## src/include/drv_ctrl_map.vh

```
// Purpose: Offsets, field positions, reset values and timing counts
// Assumes: 20 MHz core clock
// Notes: Definitions only
`ifndef DRV_CTRL_MAP_VH
`define DRV_CTRL_MAP_VH
`define CTRL2_ADDR 8'h1b
`define CTRL2_RESET 16'h0006
`define PWM_ADDR 8'h40
`define PWM_RESET 16'h0000
`define BIT_PREDRIVER_ENABLE 15
`define BIT_AMPLIFIER_ENABLE 11
`define BIT_AUTOZERO_DISABLE 10
`define BIT_PUMP_SOFTSTART_DISABLE 9
`define BIT_PUMP_LDO_MODE 8
`define BIT_FAULT_CLEAR 0
`define BIT_ALL_CHANNEL_SHUTDOWN 0
`define BIT_UV_RESPONSE 1
`define CTRL2_WMASK 16'h8fce
`define CLK_MHZ 20
`define PWM_CYCLE_US 50
`define PWM_CYCLE_CNT (`PWM_CYCLE_US * `CLK_MHZ)
// Reload value of the period counter, one less than the cycle count
`define PWM_CYCLE_LAST 16'd999
`endif

```

## src/verilog/pwm_period_tick.v

```verilog
// Purpose: One-cycle tick marking the end of each PWM period
// Assumes: Single core clock
// Notes: Drive current updates wait for this tick while the predriver is enabled
`default_nettype none
`include "drv_ctrl_map.vh"
module pwm_period_tick (
  input wire clk_i,
  input wire rst_n_i,
  output wire tick_o
);
  reg [15:0] count;
  assign tick_o = (count == 16'h0000);
  always @(posedge clk_i or negedge rst_n_i) begin
    if (!rst_n_i) begin
      count <= 16'h0000;
    end else if (tick_o) begin
      count <= `PWM_CYCLE_LAST;
    end else begin
      count <= count - 16'h0001;
    end
  end
endmodule // pwm_period_tick
`default_nettype wire

```

## src/verilog/gate_output_stage.v

```verilog
// Purpose: Maps six PWM inputs onto the six gate outputs
// Assumes: Enable already qualified by fault logic
// Notes: Outputs registered; disabled means active pull-down
`default_nettype none
module gate_output_stage (
  input wire clk_i,
  input wire rst_n_i,
  input wire enable_i,
  input wire [2:0] high_side_pwm_input_i,
  input wire [2:0] low_side_pwm_input_i,
  output reg [2:0] gate_high_o,
  output reg [2:0] gate_low_o,
  output reg [5:0] pull_down_o
);
  genvar g;
  generate
    for (g = 0; g < 3; g = g + 1) begin : phase
      always @(posedge clk_i or negedge rst_n_i) begin
        if (!rst_n_i) begin
          gate_high_o[g] <= 1'b0;
          gate_low_o[g] <= 1'b0;
          pull_down_o[2*g] <= 1'b1;
          pull_down_o[2*g+1] <= 1'b1;
        end else begin
          gate_high_o[g] <= enable_i & high_side_pwm_input_i[g];
          gate_low_o[g] <= enable_i & low_side_pwm_input_i[g];
          pull_down_o[2*g] <= ~enable_i;
          pull_down_o[2*g+1] <= ~enable_i;
        end
      end
    end
  endgenerate
endmodule // gate_output_stage
`default_nettype wire

```

## src/verilog/gate_driver_control_two.v

```verilog
// Purpose: Driver and amplifier control register with predriver gating
// Assumes: Synchronous inputs, 20 MHz core clock
// Notes: Fault detection lives outside; only its flags arrive here
`default_nettype none
`include "drv_ctrl_map.vh"
module gate_driver_control_two (
  input wire CORE_CLK_I,
  input wire RST_N_I,
  input wire [7:0] ADDR_I,
  input wire [15:0] WDATA_I,
  input wire WR_I,
  input wire RD_I,
  output reg [15:0] RDATA_O,
  input wire FAULT_LATCHED_I,
  input wire FAULT_ACTIVE_I,
  input wire FAULT_OUTPUT_LOW_I,
  input wire DRIVER_OFF_PIN_I,
  input wire GATE_SUPPLY_UNDERVOLTAGE_FLAG_I,
  input wire [2:0] HIGH_SIDE_PWM_INPUT_I,
  input wire [2:0] LOW_SIDE_PWM_INPUT_I,
  output wire [2:0] GATE_HIGH_O,
  output wire [2:0] GATE_LOW_O,
  output wire [5:0] GATE_PULL_DOWN_O,
  output wire PREDRIVER_ENABLE_O,
  output reg AMPLIFIER_ENABLE_O,
  output reg AMPLIFIER_OUTPUTS_HIZ_O,
  output reg AUTOZERO_RUN_O,
  output reg PUMP_SOFTSTART_ENABLE_O,
  output reg PUMP_LDO_FORCE_O,
  output reg PUMP_CLOCK_ENABLE_O,
  output reg FAULT_CLEAR_O,
  output reg [3:0] DRIVE_SOURCE_CURRENT_O,
  output reg [3:0] DRIVE_SINK_CURRENT_O
);
  reg [15:0] ctrl;
  reg [15:0] pwm_cfg;
  reg armed;
  reg [7:0] pend_current;
  wire tick;
  wire ctrl_wr = WR_I & (ADDR_I == `CTRL2_ADDR);
  wire pwm_wr = WR_I & (ADDR_I == `PWM_ADDR);
  wire all_channel_shutdown = pwm_cfg[`BIT_ALL_CHANNEL_SHUTDOWN];
  wire gate_supply_uv_response = pwm_cfg[`BIT_UV_RESPONSE];
  wire predriver_enable = ctrl[`BIT_PREDRIVER_ENABLE];
  // Conditions that force the enable low at the next clock edge
  wire force_off = (FAULT_LATCHED_I & all_channel_shutdown)
    | FAULT_ACTIVE_I | DRIVER_OFF_PIN_I;
  wire clr = ctrl_wr & WDATA_I[`BIT_FAULT_CLEAR];
  // Clear wins: enable refused when the same write clears a latched fault
  wire enable_ok = armed & ~(clr & FAULT_LATCHED_I);
  reg next_enable;

  always @* begin
    next_enable = predriver_enable;
    if (ctrl_wr) begin
      next_enable = WDATA_I[`BIT_PREDRIVER_ENABLE] & enable_ok;
    end
    if (force_off) begin
      next_enable = 1'b0;
    end
  end

  // Arm once fault output has been seen low (FAULT_OUTPUT_LOW_I) after power-up
  always @(posedge CORE_CLK_I or negedge RST_N_I) begin
    if (!RST_N_I) begin
      armed <= 1'b0;
    end else if (FAULT_OUTPUT_LOW_I) begin
      armed <= 1'b1;
    end
  end

  always @(posedge CORE_CLK_I or negedge RST_N_I) begin
    if (!RST_N_I) begin
      ctrl <= `CTRL2_RESET;
      FAULT_CLEAR_O <= 1'b0;
    end else begin
      if (ctrl_wr) begin
        // Reserved and self-clearing bits never store
        ctrl <= (WDATA_I & `CTRL2_WMASK) | (ctrl & ~`CTRL2_WMASK);
      end
      ctrl[`BIT_PREDRIVER_ENABLE] <= next_enable;
      FAULT_CLEAR_O <= clr;
    end
  end

  // Drive currents and mode bits; current change deferred to period end while predriver enabled
  always @(posedge CORE_CLK_I or negedge RST_N_I) begin
    if (!RST_N_I) begin
      pwm_cfg <= `PWM_RESET;
      pend_current <= 8'h00;
      DRIVE_SOURCE_CURRENT_O <= 4'h0;
      DRIVE_SINK_CURRENT_O <= 4'h0;
    end else begin
      if (pwm_wr) begin
        pwm_cfg <= WDATA_I;
        pend_current <= WDATA_I[15:8];
      end
      if (!predriver_enable || tick) begin
        DRIVE_SOURCE_CURRENT_O <= pwm_wr ? WDATA_I[15:12] : pend_current[7:4];
        DRIVE_SINK_CURRENT_O <= pwm_wr ? WDATA_I[11:8] : pend_current[3:0];
      end
    end
  end

  // Analog controls, registered from the control bits and, for the amplifier, the gate supply undervoltage flag
  always @(posedge CORE_CLK_I or negedge RST_N_I) begin
    if (!RST_N_I) begin
      AMPLIFIER_ENABLE_O <= 1'b0;
      AMPLIFIER_OUTPUTS_HIZ_O <= 1'b1;
      AUTOZERO_RUN_O <= 1'b1;
      PUMP_SOFTSTART_ENABLE_O <= 1'b1;
      PUMP_LDO_FORCE_O <= 1'b0;
      PUMP_CLOCK_ENABLE_O <= 1'b1;
    end else begin
      AMPLIFIER_ENABLE_O <= ctrl[`BIT_AMPLIFIER_ENABLE]
        & ~(gate_supply_uv_response & GATE_SUPPLY_UNDERVOLTAGE_FLAG_I);
      AMPLIFIER_OUTPUTS_HIZ_O <= ~ctrl[`BIT_AMPLIFIER_ENABLE]
        | (gate_supply_uv_response & GATE_SUPPLY_UNDERVOLTAGE_FLAG_I);
      AUTOZERO_RUN_O <= ~ctrl[`BIT_AUTOZERO_DISABLE];
      PUMP_SOFTSTART_ENABLE_O <= ~ctrl[`BIT_PUMP_SOFTSTART_DISABLE];
      PUMP_LDO_FORCE_O <= ctrl[`BIT_PUMP_LDO_MODE];
      PUMP_CLOCK_ENABLE_O <= ~ctrl[`BIT_PUMP_LDO_MODE];
    end
  end

  always @(posedge CORE_CLK_I or negedge RST_N_I) begin
    if (!RST_N_I) begin
      RDATA_O <= 16'h0000;
    end else if (RD_I) begin
      case (ADDR_I)
        `CTRL2_ADDR: RDATA_O <= ctrl & `CTRL2_WMASK;
        `PWM_ADDR: RDATA_O <= pwm_cfg;
        default: RDATA_O <= 16'h0000;
      endcase
    end else begin
      RDATA_O <= 16'h0000;
    end
  end

  assign PREDRIVER_ENABLE_O = predriver_enable;

  pwm_period_tick u_tick (
    .clk_i(CORE_CLK_I),
    .rst_n_i(RST_N_I),
    .tick_o(tick)
  );

  gate_output_stage u_stage (
    .clk_i(CORE_CLK_I),
    .rst_n_i(RST_N_I),
    .enable_i(predriver_enable),
    .high_side_pwm_input_i(HIGH_SIDE_PWM_INPUT_I),
    .low_side_pwm_input_i(LOW_SIDE_PWM_INPUT_I),
    .gate_high_o(GATE_HIGH_O),
    .gate_low_o(GATE_LOW_O),
    .pull_down_o(GATE_PULL_DOWN_O)
  );
endmodule // gate_driver_control_two
`default_nettype wire

```

## config.mk

```make
export PLATFORM = sky130hd
export DESIGN_NAME = gate_driver_control_two
export DESIGN_NICKNAME = d
export VERILOG_FILES = /design/src/verilog/pwm_period_tick.v /design/src/verilog/gate_output_stage.v /design/src/verilog/gate_driver_control_two.v
export VERILOG_INCLUDE_DIRS = /design/src /design/src/include
export SDC_FILE = /design/constraint.sdc
export NUM_CORES = 1
export LEC_CHECK = 0
export BUFFER_PORTS_ARGS = -buffer_cell sky130_fd_sc_hd__buf_2
export CORE_MARGIN = 1
export CORE_UTILIZATION = 40
export CTS_BUF_LIST = sky130_fd_sc_hd__clkbuf_4 sky130_fd_sc_hd__clkbuf_8
export CTS_CLUSTER_DIAMETER = 200
export DETAILED_ROUTE_END_ITERATION = 12
export SLEW_MARGIN = 20
export SYNTH_ARGS = -nofsm -noshare
export SYNTH_HDL_FRONTEND = slang
export SYNTH_SLANG_ARGS = --single-unit
```

## constraint.sdc

```tcl
create_clock -name CORE_CLK_I -period 3.2 [get_ports CORE_CLK_I]
set_input_delay 0.16 -clock CORE_CLK_I [delete_from_list [all_inputs] [get_ports CORE_CLK_I]]
set_output_delay 0.16 -clock CORE_CLK_I [all_outputs]
set_load 0.01 [all_outputs]
```

==> results.cfg <==
[sta]
worst_slack_ps = 916
hold_viol_final = 0
finalSetupViolCount = 0
tns_ps = 0
final.setup_skew_ps = 10.3
fin_crit_sh_pct = 71.4
finalMaxSlewViolations = 0
rsz0062_at_grt = no
finalCriticalPeriod_ps = 2280
fmaxAchievable_mhz = 438
worst_slew_pin_slew_ps = 949
slew_headroom_pct = 36.5

[yosys]
syn-num-nets = 271
synth_area_leaders = dfrtp_1, mux2_2, dfstp_2, a22o_1, and2_1
synth_top_area_share_pct = 58.7
avgSynthCellArea_um2 = 13.6
ys_seq_area_share_pct = 64.6
netlist_instances = 231
ys_types = 39
synth_common_cells = dfrtp_1, mux2_2, nand2_1
ys_warn_count = 0
ys_ff_latch = 81
syn_area_um2 = 3150
synth-main-ff-cell = dfrtp_1
yosys.area.top_type = dfrtp_1
synthArstFlopShare_pct = 100
synth.most_common_cell = dfrtp_1
synth-edff-count = 0

[critical_path]
arrival_ps = 2560
crit_path_end_kind = register
cp.required_ps = 3480
cp_max_fo = 15
setup.worst_path.start_class = primary input
critical_path_class = in2reg

[floorplanning]
die_x_um = 90.8
rows = 32
core_area_um2 = 7690
die_area_um2 = 8240
die_h_um = 90.8
initial_core_util_pct = 41.0
io_pins = 83

[clock_tree]
htreeDepth = 3
tritoncts = yes
insertion_delay_ps = 350
cts_max_path_buffers = 2
clkSinkCount = 81
cts_setup_buffers = 0
path_clk_slew_ps = 80
cts_inserted_buffers = 9
cts-root-buf = clkbuf_8

[routing]
drt-met1-wl_um = 2850
dr_wl_met2_um = 2850
drc_errors = 0
postRouteAntennaNets = 0
viasPerCell = 4.94
routed-wl-met3_um = 298
dr.max_layer_used = met4
drt_iter0_markers = 102
wl_per_cell_um = 14.4
drt-total-wl_um = 6120
first_pass_iters = 5
vias = 2103

[layout]
num_antenna_cells = 0
drive_above_1_share_pct = 45.1
syn_to_final_growth_pct = 23.0
multiInputGateArea_um2 = 1020
seq_area_um2 = 2040
final.fill_count = 714
layout.nets = 359
utilization_pct = 50.4

[pwr]
finalPower_mw = 1.90
ir_drop_v = 0.000256
power.leakage_nw = 1.97
powerDensity_nw_per_um2 = 490

[place]
dp.final_hpwl_um = 4110
gp_congestion = 0.770
post-place-ws_ps = 1050
portBuffers = 82

[run_status]
status = finished, final reports clean

[global_route]
grt_pass1_vias = 2066
grt_usage_pct = 16.5
grt_max_degree = 82
overflow = 0
antenna_found_initial = 0
grt_pass1_wl_um = 10400

[worst_hold_path]
worstHoldPathType = in2reg

[flow_run]
drv_cap = 0
## stage by stage
| step | instance area, µm² | cells | hold WS (ps) |
|---|---|---|---|
| final | 3880 | 426 | 28.0 |
| after global routing | 3880 | 426 | 13.2 |
| after CTS | 3860 | 425 | 11.9 |
| after detailed placement | 3630 | 406 | 333 |
| after global placement | 3630 | 406 | 333 |
| after floorplan | 3150 | 231 | -136 |
## routing by layer
metal,vias up,track usage (%)
li1,981,-
met1,1042,22.4
met2,68,25.6
met3,12,3.45
met4,0,7.14
met5,-,0
## layout make-up
| cell class | instances | share of cell area (%) |
|---|---|---|
| flip-flops and latches | 81 | 52.5 |
| clock inverters | 5 | 1.42 |
| repair buffers | 88 | 12.2 |
| multi-input cells | 132 | 26.2 |
| clock buffers | 11 | 3.74 |
| well taps | 102 | 3.29 |
| inverters | 7 | 0.678 |
## repair_timing
item	4_1_cts	5_1_grt
hold endpoints to repair	2	74
hold buffers	3	1
gates resized for setup	0	0
## path summary, 6_finish.rpt
kind                                                      to  slack, ps                     from  cells past startpoint
setup / recovery                        ctrl[15]$_DFFE_PN0P_        920                ADDR_I[2]                      6
hold / removal               u_stage.gate_low_o[0]$_DFF_PN0_         30  LOW_SIDE_PWM_INPUT_I[0]                      2
setup reg to reg                        ctrl[15]$_DFFE_PN0P_       1100     ctrl[15]$_DFFE_PN0P_                      5
hold reg to reg            PUMP_SOFTSTART_ENABLE_O$_DFF_PN1_        390      ctrl[9]$_DFFE_PN0P_                      1
max in group asynchronous             pwm_cfg[6]$_DFFE_PN0N_       2300                  RST_N_I                      2
min in group asynchronous            pwm_cfg[13]$_DFFE_PN0N_        430                  RST_N_I                      2
## worst max-delay path, cell delays in order
cell and delay, ps:
buf_2 110, nor4b_2 340, and3_1 680, a31oi_1 220
a2111oi_0 430, dlygate4sd3_1 620
## where the power goes
part / internal (mW) / switching, mW
logic: 0.0431 / 0.0479
clock network: 0.388 / 0.355
registers: 1.05 / 0.0117
## cell usage in the layout (no fill, tap or decap), types with 4 or more instances in the layout
master	Yosys	final
a22o_1	10	10
and2_1	13	13
buf_2	2	81
clkbuf_8	0	10
dfrtp_1	74	74
dfstp_2	7	7
dlygate4sd3_1	0	4
inv_1	7	7
mux2_2	33	33
nand2_1	18	18
nor2_1	9	9
nor3_1	5	5
o21ai_0	4	4
xor2_1	4	4
## kinds of logic (layout without fill, tap and decap cells)
kind of cell | Yosys count | after routing | synth area share (%)
and+or+nand+nor | 66 | 66 | 12.3
buffers and inverters | 18 | 111 | 3.21
DFF | 81 | 81 | 64.6
AOI/OAI and AO/OA | 25 | 25 | 5.75
muxes | 33 | 33 | 11.8
adders and majority gates | 1 | 1 | 0.397
xor gates and xnor gates | 7 | 7 | 1.94
## registers in the layout, indices dropped and copies added, names as in the netlist, 3 cells and up
signal and count:
DRIVE_SINK_CURRENT_O 4, DRIVE_SOURCE_CURRENT_O 4, RDATA_O 16, ctrl 10, pwm_cfg 16, u_stage.gate_high_o 3, u_stage.gate_low_o 3, u_tick.count 16
Power figures use the tool's default switching activity.
